### src/logic/psc_unused_none.sv
`timescale 1ns/100ps

### src/logic/psc_pkg.sv
package psc_pkg;

    ////////////////////////////////////////////////////////////////////////
    // apb map
    localparam logic [7:0]  CTRL_OFFSET   = 8'h00;
    localparam logic [7:0]  STATUS_OFFSET = 8'h04;
    localparam int          ADDR_W        = 8;

    ////////////////////////////////////////////////////////////////////////
    // control register layout
    localparam int          CTRL_W        = 16;
    localparam int          ENABLE_BIT    = 15;
    localparam int          SEL_LSB       = 0;
    localparam int          SEL_W         = 3;
    localparam logic        ENABLE_RESET  = 1'b0;
    localparam logic [2:0]  SEL_RESET     = 3'h0;

    ////////////////////////////////////////////////////////////////////////
    // status register layout
    localparam int          ST_HALF_LSB   = 0;
    localparam int          ST_PEND_BIT   = 8;
    localparam int          ST_CLK_BIT    = 9;
    localparam int          ST_EN_BIT     = 10;

    ////////////////////////////////////////////////////////////////////////
    // divide select codes and half periods in pclk cycles
    localparam logic [2:0]  SEL_BY1       = 3'h0;
    localparam logic [2:0]  SEL_BY4       = 3'h1;
    localparam logic [2:0]  SEL_BY8       = 3'h2;
    localparam logic [2:0]  SEL_BY16      = 3'h3;
    localparam logic [2:0]  SEL_BY32      = 3'h4;
    localparam logic [2:0]  SEL_BY64      = 3'h5;
    localparam int          HALF_W        = 7;
    localparam logic [6:0]  HALF_BY1      = 7'h01;
    localparam logic [6:0]  HALF_BY4      = 7'h04;
    localparam logic [6:0]  HALF_BY8      = 7'h08;
    localparam logic [6:0]  HALF_BY16     = 7'h10;
    localparam logic [6:0]  HALF_BY32     = 7'h20;
    localparam logic [6:0]  HALF_BY64     = 7'h40;
    localparam logic [6:0]  CNT_RESET     = 7'h00;

endpackage : psc_pkg

### src/logic/psc_clk_if.sv
`timescale 1ns/100ps
interface psc_clk_if;
    logic [psc_pkg::HALF_W-1:0] half_len;
    logic                       clk_level;
    logic                       rise_tick;

    modport ctrl (output half_len, input clk_level, input rise_tick);
    modport gen  (input half_len, output clk_level, output rise_tick);
endinterface : psc_clk_if

### src/logic/psc_sync.sv
`timescale 1ns/100ps
module psc_sync #(
    parameter int W = 1
) (
    input  wire logic         pclk,
    input  wire logic         presetn,
    input  wire logic [W-1:0] async_in,
    output logic      [W-1:0] sync_out
);

    typedef struct packed {
        logic [W-1:0] meta;
        logic [W-1:0] stable;
    } psc_sync_state_t;

    psc_sync_state_t s_q;
    psc_sync_state_t s_d;

    // first stage feeds only the second stage
    for (genvar i = 0; i < W; i++) begin : g_bit
        always_comb begin
            s_d.meta[i]   = async_in[i];
            s_d.stable[i] = s_q.meta[i];
        end
    end

    always_ff @(posedge pclk or negedge presetn) begin
        if (!presetn) begin
            s_q <= '0;
        end else begin
            s_q <= s_d;
        end
    end

    assign sync_out = s_q.stable;

endmodule : psc_sync

### src/logic/psc_clkgen.sv
`timescale 1ns/100ps
module psc_clkgen (
    input  wire logic pclk,
    input  wire logic presetn,
    psc_clk_if.gen    cif
);

    typedef struct packed {
        logic [psc_pkg::HALF_W-1:0] cnt;
        logic                       clk;
        logic                       tick;
    } psc_gen_state_t;

    psc_gen_state_t s_q;
    psc_gen_state_t s_d;
    logic           toggle;

    // comparing with >= lets a new, shorter half period end the current one
    // at once, yet every half period lasts at least one pclk: no runt pulse
    always_comb begin
        toggle   = ({1'b0, s_q.cnt} + 8'h01) >= {1'b0, cif.half_len};
        s_d      = s_q;
        s_d.tick = 1'b0;
        if (toggle) begin
            s_d.cnt  = psc_pkg::CNT_RESET;
            s_d.clk  = ~s_q.clk;
            s_d.tick = ~s_q.clk;
        end else begin
            s_d.cnt = s_q.cnt + 7'h01;
        end
    end

    always_ff @(posedge pclk or negedge presetn) begin
        if (!presetn) begin
            s_q <= '0;
        end else begin
            s_q <= s_d;
        end
    end

    assign cif.clk_level = s_q.clk;
    assign cif.rise_tick = s_q.tick;

endmodule : psc_clkgen

### src/logic/psc_top.sv
// Decided for this implementation: the APB interface to the registers and the address map.
`timescale 1ns/100ps
module psc_top (
    input  wire logic        pclk,
    input  wire logic        presetn,
    input  wire logic        psel,
    input  wire logic        penable,
    input  wire logic        pwrite,
    input  wire logic [7:0]  paddr,
    input  wire logic [31:0] pwdata,
    output logic      [31:0] prdata,
    output logic             pready,
    output logic             pslverr,
    input  wire logic        nmi_pin,
    input  wire logic        irq_to_core,
    input  wire logic        third_bus_state_fall,
    input  wire logic        core_idle,
    output logic             clock_output_pin,
    output logic             core_clk_en,
    output logic             periph_clk_en
);

    ////////////////////////////////////////////////////////////////////////
    // state

    typedef struct packed {
        logic                        enable;
        logic [psc_pkg::SEL_W-1:0]   sel;
        logic                        exit_pend;
        logic [31:0]                 rdata;
        logic                        err;
        logic                        core_en;
        logic                        periph_en;
    } psc_top_state_t;

    psc_top_state_t s_q;
    psc_top_state_t s_d;

    psc_clk_if      cif ();
    logic           nmi_s;
    logic           access;
    logic           setup;
    logic           wr_ctrl;
    logic           hit_ctrl;
    logic           hit_status;
    logic           exit_req;

    ////////////////////////////////////////////////////////////////////////
    // divide select decode, reserved codes fall back to undivided

    function automatic logic [psc_pkg::HALF_W-1:0] half_of(
        input logic                      en,
        input logic [psc_pkg::SEL_W-1:0] code
    );
        logic [psc_pkg::HALF_W-1:0] h;
        h = psc_pkg::HALF_BY1;
        if (en) begin
            unique case (code)
                psc_pkg::SEL_BY4:  h = psc_pkg::HALF_BY4;
                psc_pkg::SEL_BY8:  h = psc_pkg::HALF_BY8;
                psc_pkg::SEL_BY16: h = psc_pkg::HALF_BY16;
                psc_pkg::SEL_BY32: h = psc_pkg::HALF_BY32;
                psc_pkg::SEL_BY64: h = psc_pkg::HALF_BY64;
                default:           h = psc_pkg::HALF_BY1;
            endcase
        end
        return h;
    endfunction : half_of

    function automatic logic [31:0] ctrl_image(
        input logic                      en,
        input logic [psc_pkg::SEL_W-1:0] code
    );
        logic [31:0] v;
        v                                               = 32'h0000_0000;
        v[psc_pkg::ENABLE_BIT]                          = en;
        v[psc_pkg::SEL_LSB +: psc_pkg::SEL_W]           = code;
        return v;
    endfunction : ctrl_image

    function automatic logic [31:0] status_image(
        input logic [psc_pkg::HALF_W-1:0] half,
        input logic                       pend,
        input logic                       level,
        input logic                       en
    );
        logic [31:0] v;
        v                                          = 32'h0000_0000;
        v[psc_pkg::ST_HALF_LSB +: psc_pkg::HALF_W] = half;
        v[psc_pkg::ST_PEND_BIT]                    = pend;
        v[psc_pkg::ST_CLK_BIT]                     = level;
        v[psc_pkg::ST_EN_BIT]                      = en;
        return v;
    endfunction : status_image

    ////////////////////////////////////////////////////////////////////////
    // nmi arrives from a pin; the interrupt controller runs on pclk

    psc_sync #(.W(1)) u_nmi_sync (
        .pclk     (pclk),
        .presetn  (presetn),
        .async_in (nmi_pin),
        .sync_out (nmi_s)
    );

    ////////////////////////////////////////////////////////////////////////
    // apb decode; the third bus state comes in on third_bus_state_fall, not from the apb access

    assign access     = psel && penable;
    assign setup      = psel && !penable;
    assign hit_ctrl   = paddr == psc_pkg::CTRL_OFFSET;
    assign hit_status = paddr == psc_pkg::STATUS_OFFSET;
    assign wr_ctrl    = access && pwrite && hit_ctrl;
    // software interrupts have no input here, so they cannot end the mode
    assign exit_req   = nmi_s || irq_to_core;

    always_comb begin
        s_d           = s_q;
        s_d.core_en   = 1'b0;
        s_d.periph_en = 1'b0;

        // exit waits for a bus third-state edge; which cycle is left open
        if (s_q.exit_pend && third_bus_state_fall) begin
            s_d.enable = 1'b0;
        end

        // write wins over the hardware clear; only a write ever sets enable
        if (wr_ctrl) begin
            s_d.enable = pwdata[psc_pkg::ENABLE_BIT];
            s_d.sel    = pwdata[psc_pkg::SEL_LSB +: psc_pkg::SEL_W];
        end
        // pending lives only while the mode stays on: a request that outlasts
        // the clear must not end a later power-save period
        s_d.exit_pend = (s_q.exit_pend || (exit_req && s_q.enable)) && s_d.enable;

        // loaded in the setup cycle so that it stands from a flop all through
        // the zero-wait access phase
        s_d.err   = setup && !(hit_ctrl || hit_status);
        s_d.rdata = 32'h0000_0000;
        if (setup && !pwrite && hit_ctrl) begin
            s_d.rdata = ctrl_image(s_q.enable, s_q.sel);
        end else if (setup && !pwrite && hit_status) begin
            s_d.rdata = status_image(cif.half_len,
                                     s_q.exit_pend,
                                     cif.clk_level,
                                     s_q.enable);
        end

        // idle gates only the core; peripherals keep the divided rate
        s_d.periph_en = cif.rise_tick;
        s_d.core_en   = cif.rise_tick && !core_idle;
    end

    always_ff @(posedge pclk or negedge presetn) begin
        if (!presetn) begin
            s_q        <= '0;
            s_q.enable <= psc_pkg::ENABLE_RESET;
            s_q.sel    <= psc_pkg::SEL_RESET;
        end else begin
            s_q <= s_d;
        end
    end

    ////////////////////////////////////////////////////////////////////////
    // clock generator; new ratio is seen the edge after the write

    assign cif.half_len = half_of(s_q.enable, s_q.sel);

    psc_clkgen u_gen (
        .pclk    (pclk),
        .presetn (presetn),
        .cif     (cif)
    );

    ////////////////////////////////////////////////////////////////////////
    // outputs

    assign clock_output_pin = cif.clk_level;
    assign core_clk_en      = s_q.core_en;
    assign periph_clk_en    = s_q.periph_en;
    // zero wait: read data and error were registered in the setup cycle
    assign pready           = 1'b1;
    assign prdata           = s_q.rdata;
    assign pslverr          = s_q.err;

endmodule : psc_top

### config.mk
export PLATFORM = sky130hd
export DESIGN_NAME = psc_top
export DESIGN_NICKNAME = d
export VERILOG_FILES = /design/src/logic/psc_unused_none.sv /design/src/logic/psc_pkg.sv /design/src/logic/psc_clk_if.sv /design/src/logic/psc_sync.sv /design/src/logic/psc_clkgen.sv /design/src/logic/psc_top.sv
export SDC_FILE = /design/constraint.sdc
export NUM_CORES = 1
export LEC_CHECK = 0
export BUFFER_PORTS_ARGS = -buffer_cell sky130_fd_sc_hd__buf_2
export CAP_MARGIN = 20
export CORE_AREA = 2 2 70 72
export DETAILED_ROUTE_END_ITERATION = 16
export DIE_AREA = 0 0 72 74
export PLACE_DENSITY = 0.74
export REMOVE_ABC_BUFFERS = 1
export SYNTH_ARGS = -nofsm -noshare
export SYNTH_HDL_FRONTEND = slang
export SYNTH_SLANG_ARGS = --single-unit
### constraint.sdc
create_clock -name pclk -period 2.6 [get_ports pclk]
set_clock_uncertainty 0.05 [all_clocks]
set_input_delay 0.13 -clock pclk [delete_from_list [all_inputs] [get_ports pclk]]
set_output_delay 0.13 -clock pclk [all_outputs]
set_load 0.03 [all_outputs]
==> results of run 1 <==
## metal layers
layer	vias up	share of wire	track usage
met2	43	0.49	0.1626
met4	0	0.029	0.07547
met5	-	0	0
li1	548	-	-
met1	502	0.42	0.1262
met3	6	0.062	0.03252
## timing repair
action / 4_1_cts / 5_1_grt
setup endpoints to repair: 0 / 0
hold endpoints to repair: 33 / 0
hold buffers: 4 / 0
## stage by stage
| stage | hold slack (ns) | area, um2 | utilization | setup WS (ns) | cells |
|---|---|---|---|---|---|
| 3_3_place_gp | 0.1333 | 1724 | 0.3750 | 0.3289 | 234 |
| 4_1_cts | 0.02873 | 1859 | 0.4044 | 0.2958 | 246 |
| 3_5_place_dp | 0.1417 | 1724 | 0.3750 | 0.3258 | 234 |
| 6_report | 0.03451 | 1859 | 0.4044 | 0.2827 | 246 |
| 2_1_floorplan | -0.2156 | 1474 | - | 0.4971 | 144 |
| 5_1_grt | 0.02800 | 1859 | 0.4044 | 0.003576 | 246 |
## worst paths after layout
kind	depth (start not counted)	from	endpoint	slack [ns]
max in group asynchronous	2	presetn	u_gen.s_q[4]	1.73
setup / recovery	9	u_gen.s_q[2]	u_gen.cif.clk_level	0.28
min in group asynchronous	2	presetn	prdata[2]	0.36
hold / removal	2	pwdata[0]	s_q[36]	0.03
setup reg to reg	9	u_gen.s_q[2]	u_gen.cif.clk_level	0.28
hold reg to reg	0	u_nmi_sync.s_d[0]	u_nmi_sync.sync_out	0.30
## critical path, cell delays in order (launching register included)
cell and delay [ns]:
dfrtp_1 0.41, ha_1 0.25, nand2_1 0.08, nor2_1 0.05, xnor2_1 0.21, ha_1 0.29
a21oi_1 0.15, nand2_1 0.08, or2_2 0.38, a211oi_1 0.26
## placed cells by master (no fill, tap or decap), types with 5 or more instances in the layout
cell type  count
dfrtp_1       30
ha_1           7
nor3b_1       11
a21oi_1        5
clkbuf_8       6
and2_1         6
conb_1        22
nand2_1       10
nor2_1         6
nand3_1        8
buf_2         35
## power breakdown
| part | total (mW) | switching [mW] | internal (mW) |
|---|---|---|---|
| Clock | 0.384 | 0.171 | 0.212 |
| Sequential | 0.474 | 0.00328 | 0.471 |
| Combinational | 0.0860 | 0.0646 | 0.0215 |
## synthesized netlist by cell type (all sizes together), types with 3 or more instances
| library cell | instances |
|---|---|
| inv | 4 |
| nor2 | 6 |
| mux2 | 3 |
| clkbuf | 5 |
| nor2b | 4 |
| nor3b | 11 |
| dfrtp | 30 |
| or3 | 3 |
| nand3 | 8 |
| nand2 | 10 |
| and2 | 6 |
| nor3 | 3 |
| ha | 7 |
| buf | 34 |
| a21oi | 5 |
| xnor2 | 3 |
## flip-flops by register name, summed over array words and instances, names as in the netlist
signal	flops
u_gen.cif.clk_level	1
pslverr	1
u_gen.s_q	7
u_nmi_sync.s_d	1
periph_clk_en	1
u_nmi_sync.sync_out	1
s_q	5
core_clk_en	1
prdata	11
u_gen.cif.rise_tick	1
## final cells by class
| cell class | instances | area (um2) |
|---|---|---|
| tap | 54 | 67.56 |
| inverter | 4 | 15.01 |
| multi-input combinational | 110 | 708.2 |
| clock inverter | 2 | 12.51 |
| timing repair buffer | 40 | 222.7 |
| sequential | 30 | 750.7 |
| clock buffer | 6 | 82.58 |
| fill | 447 | 2739 |
## kinds of logic after synthesis
family	count (synthesis)
other	2
buffers and inverters	43
adders and majority gates	7
DFF	30
xor gates and xnor gates	5
and+or+nand+nor	60
AOI/OAI and AO/OA	13
muxes	3
==> impl_metrics.csv, run 1 <==
group,metric,value,unit
run_status,status,"completed",
detailed_routing,drc_errors,0,
synth,synth_seq_cells,30,
synth,synth_edf_count,0,
synth,synth_top_area_share,0.4478,
cts,cts_sinks,30,
sta,fin_tns_setup,0,ns
critical_path,crit_fanout,9,
sta,setup_violations,0,
detailed_routing,viasPerCell,4.467,
cts,cts_resized,0,
sta,fmax,0.4315,GHz
final_layout,syn2layout_area_growth,10.90,%
job,max-cap-violations,0,
cts,cts_tree,"yes",
global_route,antenna_found_initial,0,
place,port_buffers,35,
final_layout,antenna_cells,0,
global_route,gr-total-overflow,0,
detailed_routing,first_pass_iters,4,
global_route,grt_pass1_wl,4.195,mm
synth,synth_top_family_by_area,"simple AND/OR/NAND/NOR gates",
cts,clk_path_buf_depth,2,
synth,synthSimpleGateAreaFrac,0.2127,
synth,synth_top_area_cell,"dfrtp_1",
synth,muxShareOfSynthArea,0.02687,
hold_path,hp-class,"in -> reg",
cts,cts_root_buf,"clkbuf_8",
cts,clkTransAtPathRegs,0.06,ns
detailed_routing,ant_nets,0,
pwr,vdd_drop_max,0.1668,mV
synth,synth.distinct_cells,33,
synth,synth.area.top_cells,"dfrtp_1, buf_4, ha_1, nor3b_1, mux2_4",
sta,worstMarginPinSlew,0.6301,ns
critical_path,cp-start-kind,"flip-flop",
sta,period_needed,2.317,ns
critical_path,crit_type,"reg -> reg",
critical_path,arrival,2.45,ns
cts,cts_setup_buffers,0,
synth,synthXorXnorAreaFrac,0.02612,
critical_path,end_kind,"flip-flop",
floorplanning,rows,25,
detailed_routing,via_count,1099,
cts,clock_latency,0.28,ns
synth,synthCells,163,
floorplanning,dieHeight,74,um
synth,ys_seq_area_frac,0.4478,
critical_path,required,2.73,ns
floorplanning,num_io_pins,86,
synth,yosys_warnings,0,
floorplanning,core-area,4598,um2
sta,hold_viol,0,
place,place_congestion,0.7432,
synth,synthFlopType,"dfrtp_1",
synth,avgSynthCellArea,10.29,um2
pwr,p_leak,0.9343,nW
synth,synthArstFlopShare,1.000,
synth,synth_area,1677,um2
place,dpl.hpwl,2.010,mm
sta,fin_crit_sh,0.8913,
final_layout,nets,247,
sta,relSlewSlack,0.5800,
pwr,report.power.total,944.1,uW
floorplanning,chipWidth,72,um
detailed_routing,wl,2.624,mm
cts,numCtsBuffers,5,
synth,synth_compound_area_frac,0.05522,
global_route,grt_pass1_vias,919,
global_route,track_usage,0.1055,
floorplanning,die_area,5328,um2
pwr,powerDensity,507.8,nW/um2
detailed_routing,wire_per_inst,10.67,um
floorplanning,start_util,0.3646,
detailed_routing,first_iter_violations,88,
sta,slew_violations,0,
final_layout,drive_above_1_share,0.2813,
sta,rsz0062_at_grt,"false",
synth,synth_fa_ha_area_frac,0.05224,
global_route,grt_max_degree,31,
cts,htree_levels,2,
No activity file was read; power rests on OpenSTA's default activity.
==> inputs of run 2 (changes only) <==
- ABC_CLOCK_PERIOD_IN_PS: unset -> 2600
- BUFFER_PORTS_ARGS: -buffer_cell sky130_fd_sc_hd__buf_2 -> unset
- DONT_BUFFER_PORTS: unset -> 1
- PLACE_DENSITY: 0.74 -> unset
- PLACE_DENSITY_LB_ADDON: unset -> 0.25
==> run 2 against run 1 <==
Effect of this change: clock power fell by 12%; highest routed layer unchanged; clock-buffer cell count rose by 1; total power fell by 5.4%; setup slack got worse by 0.023 ns.
==> impl_metrics.csv, run 2 (synthesis results as in run 1) <==
group,metric,value,unit
final_layout,syn2layout_area_growth,3.507,%
final_layout,antenna_cells,0,
pwr,p_leak,0.7986,nW
critical_path,path_buf_inv,0,
cts,cts_setup_buffers,0,
critical_path,crit_fanout,9,
critical_path,path_cells,"ha_1 -> nand2_1 -> nor2_1 -> xnor2_1 -> ha_1 -> a21oi_1 -> nand2_1 -> or2_2 -> o21ba_2",
sta,setup_violations,0,
final_layout,final_cells,216,
cts,cts_tree,"yes",
pwr,report.power.total,893.4,uW
sta,fin_crit_sh,0.9002,
pwr,vdd_drop_max,0.2840,mV
global_route,grt_max_degree,31,
detailed_routing,wl,2.850,mm
sta,fin_tns_setup,0,ns
final_layout,most-common-layout-cells,"dfrtp_1, conb_1, nor3b_1",
pwr,p_int,673.5,uW
sta,relSlewSlack,0.5953,
critical_path,end_kind,"flip-flop",
final_layout,largest_register_ff_count,11,
pwr,swShare,0.2461,
place,place_inst,199,
sta,hold_slack,0.03143,ns
final_layout,utilization,0.3774,
critical_path,crit_path_top_delay_cell,"dfrtp_1",
place,place_congestion,0.7065,
cts,cts_sinks,30,
cts,holdBufCountCts,10,
critical_path,crit_type,"reg -> reg",
sta,hold_viol,0,
floorplanning,start_util,0.3646,
pwr,powerDensity,514.8,nW/um2
global_route,gr-total-overflow,0,
global_route,antenna_found_initial,0,
critical_path,r2r_slack,0.26,ns
place,placed_cell_area,1549,um2
floorplanning,chipWidth,72,um
critical_path,cp-start-kind,"flip-flop",
cts,numCtsBuffers,5,
cts,clock_latency,0.27,ns
critical_path,required,2.71,ns
place,dpl.hpwl,2.153,mm
cts,cts_root_buf,"clkbuf_8",
detailed_routing,viasPerCell,4.750,
floorplanning,rows,25,
cts,clk_path_buf_depth,2,
cts,cts_resized,0,
pwr,power_frac_clock,0.379,
critical_path,arrival,2.46,ns
cts,htree_levels,2,
place,port_buffers,0,
sta,period_needed,2.340,ns
floorplanning,core-area,4598,um2
final_layout,fill_cells,465,
pwr,power.switching,219.8,uW
sta,fmax,0.4273,GHz
final_layout,final_area,1735,um2
place,pre_cts_ws,0.2633,ns
critical_path,critical-path-top-delay-family,"simple AND/OR/NAND/NOR gates",
cts,clkTransAtPathRegs,0.06,ns
floorplanning,dieHeight,74,um
detailed_routing,ant_nets,0,
pwr,p_seq_frac,0.535,
sta,layout_setup_ws,0.2595,ns
detailed_routing,first_pass_iters,4,
run_status,status,"completed",
hold_path,hp-class,"in -> reg",
sta,worstMarginPinSlew,0.6016,ns
detailed_routing,wire_per_inst,13.19,um
detailed_routing,first_iter_violations,25,
sta,slew_violations,0,
detailed_routing,drc_errors,0,
detailed_routing,via_count,1026,
final_layout,nets,218,
global_route,grt_pass1_wl,4.671,mm
pwr,combPwrFrac,0.086,
sta,rsz0062_at_grt,"false",
floorplanning,die_area,5328,um2
final_layout,drive_above_1_share,0.1049,
global_route,grt_pass1_vias,1063,
global_route,track_usage,0.1189,
job,max-cap-violations,0,
critical_path,max_stage_delay,0.42,ns
final_layout,layout_commonest_cell,"dfrtp_1",
floorplanning,num_io_pins,86,
-- run 2: cell count changes in the layout (fill, tap and decap cells not counted) --
cell | previous run | this run
clkinvlp_4 | 1 | 0
clkbuf_8 | 6 | 5
buf_12 | 0 | 1
dlygate4sd3_1 | 4 | 9
clkinv_2 | 1 | 0
buf_2 | 35 | 0
clkbuf_1 | 0 | 2
-- run 2: cell type report --
| class | instances | area (um2) | area share |
|---|---|---|---|
| well taps | 54 | 67.56 | 0.03893 |
| flip-flops and latches | 30 | 750.7 | 0.4326 |
| clock buffers | 7 | 76.32 | 0.04398 |
| multi-input cells | 110 | 708.2 | 0.4081 |
| repair buffers | 11 | 117.6 | 0.06777 |
| inverters | 4 | 15.01 | 0.008652 |
-- run 2: tightest hold or removal path: stages --
cell	delay (ns)
nand2_1	0.04
nand3_1	0.06
o21ai_0	0.07
-- run 2: worst paths after layout --
| kind | end | from | cells past startpoint |
|---|---|---|---|
| setup / recovery | u_gen.cif.rise_tick | u_gen.s_q[2] | 9 |
| hold / removal | s_q[39] | third_bus_state_fall | 3 |
| setup reg to reg | u_gen.cif.rise_tick | u_gen.s_q[2] | 9 |
| hold reg to reg | u_nmi_sync.sync_out | u_nmi_sync.s_d[0] | 0 |
| max in group asynchronous | prdata[5] | presetn | 2 |
| min in group asynchronous | prdata[9] | presetn | 2 |
-- run 2: layer usage --
metal | vias to the layer above | track usage | wire length [um] | part of all wire
met4 | 0 | 0.06080 | 49 | 0.017
met1 | 490 | 0.1333 | 1134 | 0.40
met3 | 6 | 0.04336 | 193 | 0.068
li1 | 491 | - | - | -
met2 | 39 | 0.2006 | 1472 | 0.52
met5 | - | 0 | 0 | 0
-- run 2: power groups by stage --
| stage | Clock, mW | Combinational, mW | Sequential (mW) |
|---|---|---|---|
| finish | 0.339 | 0.0769 | 0.478 |
| global route | 0.370 | 0.0833 | 0.478 |
| CTS | 0.354 | 0.0769 | 0.478 |
| global placement | 0 | 0.0526 | 0.486 |
| floorplan | 0 | 0.0512 | 0.485 |
| detailed placement | 0 | 0.0533 | 0.486 |
==> inputs of run 3 (changes only) <==
- ABC_CLOCK_PERIOD_IN_PS: 2600 -> 2500
- clock period: 2.6 -> 2.5 ns (I/O delays scaled with it)
==> run 3 against run 2 <==
Effect of this change: die area unchanged; critical path depth unchanged; final cell count increased by 0.46%; utilization increased by 0.49 points; largest power group unchanged; largest cell class unchanged; sequential power increased by 4%; total power increased by 4.6%; hold slack got worse by 0.0061 ns; critical path type unchanged; non-clock buffer count increased by 1; clock power increased by 5%; global-route usage decreased by 0.68 points; via count increased by 0.49%; sequential share of layout area decreased by 0.55 points.
==> impl_metrics.csv, run 3 (synthesis results as in run 1) <==
group,metric,value,unit
final_layout,nets,219,
floorplanning,dieHeight,74,um
detailed_routing,first_iter_violations,21,
critical_path,max_stage_delay,0.41,ns
hold_path,hold_end,"s_q[39]",
pwr,powerDensity,531.5,nW/um2
final_layout,most-common-layout-cells,"dfrtp_1, conb_1, nor3b_1",
sta,fmax,0.4299,GHz
critical_path,required,2.63,ns
floorplanning,core-area,4598,um2
critical_path,r2r_end,"u_gen.s_q[4]",
critical_path,cp-start-kind,"flip-flop",
floorplanning,start_util,0.3646,
global_route,grt_pass1_wl,4.519,mm
global_route,gr-total-overflow,0,
sta,worstMarginPinSlew,0.5832,ns
pwr,vdd_drop_max,0.1989,mV
hold_path,hp-class,"in -> reg",
critical_path,end_kind,"flip-flop",
detailed_routing,wire_per_inst,12.97,um
sta,relSlewSlack,0.6076,
final_layout,largest_register_ff_count,11,
cts,htree_levels,2,
critical_path,crit_top_cell,"nand2_1",
cts,clk_path_buf_depth,2,
detailed_routing,via_count,1031,
critical_path,path_cells,"ha_2 -> nand2_1 -> nor2_1 -> xnor2_2 -> ha_1 -> a21oi_1 -> nand2_1 -> or2_2 -> nor3b_1",
cts,numCtsBuffers,5,
floorplanning,die_area,5328,um2
global_route,track_usage,0.1120,
global_route,antenna_found_initial,0,
cts,cts_sinks,30,
floorplanning,rows,25,
critical_path,crit_fanout,9,
critical_path,reg2reg_from,"u_gen.s_q[2]",
sta,hold_viol,0,
place,placed_cell_area,1556,um2
detailed_routing,wl,2.814,mm
pwr,p_leak,0.8107,nW
cts,cts_setup_buffers,0,
detailed_routing,drc_errors,0,
sta,period_needed,2.326,ns
floorplanning,num_io_pins,86,
global_route,grt_max_degree,31,
run_status,status,"completed",
place,place_congestion,0.7056,
final_layout,drive_above_1_share,0.1288,
place,port_buffers,0,
floorplanning,chipWidth,72,um
cts,cts_root_buf,"clkbuf_8",
critical_path,rr_worst_depth,9,
cts,clkTransAtPathRegs,0.06,ns
place,dpl.hpwl,2.114,mm
final_layout,syn2layout_area_growth,4.851,%
sta,slew_violations,0,
cts,clock_latency,0.27,ns
final_layout,antenna_cells,0,
final_layout,layout_commonest_cell,"dfrtp_1",
hold_path,worst_hold_path.num_cells,3,
sta,fin_tns_setup,0,ns
final_layout,final_area,1758,um2
job,max-cap-violations,0,
critical_path,crit_path_top_delay_cell,"dfrtp_1",
hold_path,min-delay-start,"third_bus_state_fall",
global_route,grt_pass1_vias,1033,
detailed_routing,first_pass_iters,4,
sta,fin_crit_sh,0.9305,
critical_path,r2r_slack,0.17,ns
detailed_routing,viasPerCell,4.751,
detailed_routing,ant_nets,0,
sta,setup_violations,0,
critical_path,arrival,2.45,ns
cts,cts_tree,"yes",
critical_path,crit_type,"reg -> reg",
sta,rsz0062_at_grt,"false",
==> run 3: through the flow <==
stage | hold WS [ns] | setup slack [ns] | total power, mW | instances | utilization
3_3_place_gp | -0.2200 | 0.2338 | 0.5605 | 200 | 0.3385
3_5_place_dp | -0.2199 | 0.1600 | 0.5611 | 200 | 0.3385
2_1_floorplan | -0.2206 | 0.3971 | 0.5582 | 144 | -
6_report | 0.02531 | 0.1738 | 0.9344 | 217 | 0.3823
4_1_cts | 0.01335 | 0.1506 | 0.9487 | 217 | 0.3790
5_1_grt | 0.07045 | 0.004466 | 0.9692 | 217 | 0.3823
==> run 3: layer usage <==
metal	wire [um]	global-route usage
met4	53	0.05660
met1	1144	0.1300
met5	0	0
met2	1466	0.1924
met3	150	0.02981
==> run 3: report_power, final <==
group	total (mW)	switching [mW]	internal [mW]	leakage [nW]
combinational	0.0803	0.0609	0.0194	0.367
sequential	0.497	0.00690	0.490	0.405
clock	0.357	0.166	0.191	0.0383
total	0.934	0.234	0.701	0.811
==> run 3: repair_timing <==
item / 4_1_cts / 5_1_grt
endpoints found under the setup margin: 0 / 4
hold buffers: 10 / 0
gates resized for setup: 0 / 3
endpoints found under the hold margin: 37 / 0
==> run 3: worst max path at each step <==
stage | from | to | slack [ns] | cells after the start
after global routing | u_gen.s_q[2] | u_gen.s_q[4] | 0.004 | 9
after CTS | u_gen.s_q[2] | u_gen.cif.clk_level | 0.15 | 9
final | u_gen.s_q[2] | u_gen.s_q[4] | 0.17 | 9
after floorplan | u_gen.s_q[2] | u_gen.cif.rise_tick | 0.40 | 9
after detailed placement | u_gen.s_q[2] | u_gen.s_q[4] | 0.16 | 9
after global placement | u_gen.s_q[2] | u_gen.cif.rise_tick | 0.23 | 9
==> run 3: area by class of cell <==
class | instances | area, um2
fillers | 464 | 2840
flip-flops and latches | 30 | 750.7
multi-input cells | 110 | 723.2
repair buffers | 12 | 125.1
clock buffers | 7 | 76.32
well taps | 54 | 67.56
inverters | 4 | 15.01
==> run 3: worst max-delay path: cells and delay by family, from the launching register on <==
| kind | cells | cell delay (ns) |
|---|---|---|
| and+or+nand+nor | 5 | 0.94 |
| adders and majority gates | 2 | 0.51 |
| DFF | 1 | 0.41 |
| AOI/OAI and AO/OA | 1 | 0.16 |
| xor gates and xnor gates | 1 | 0.15 |
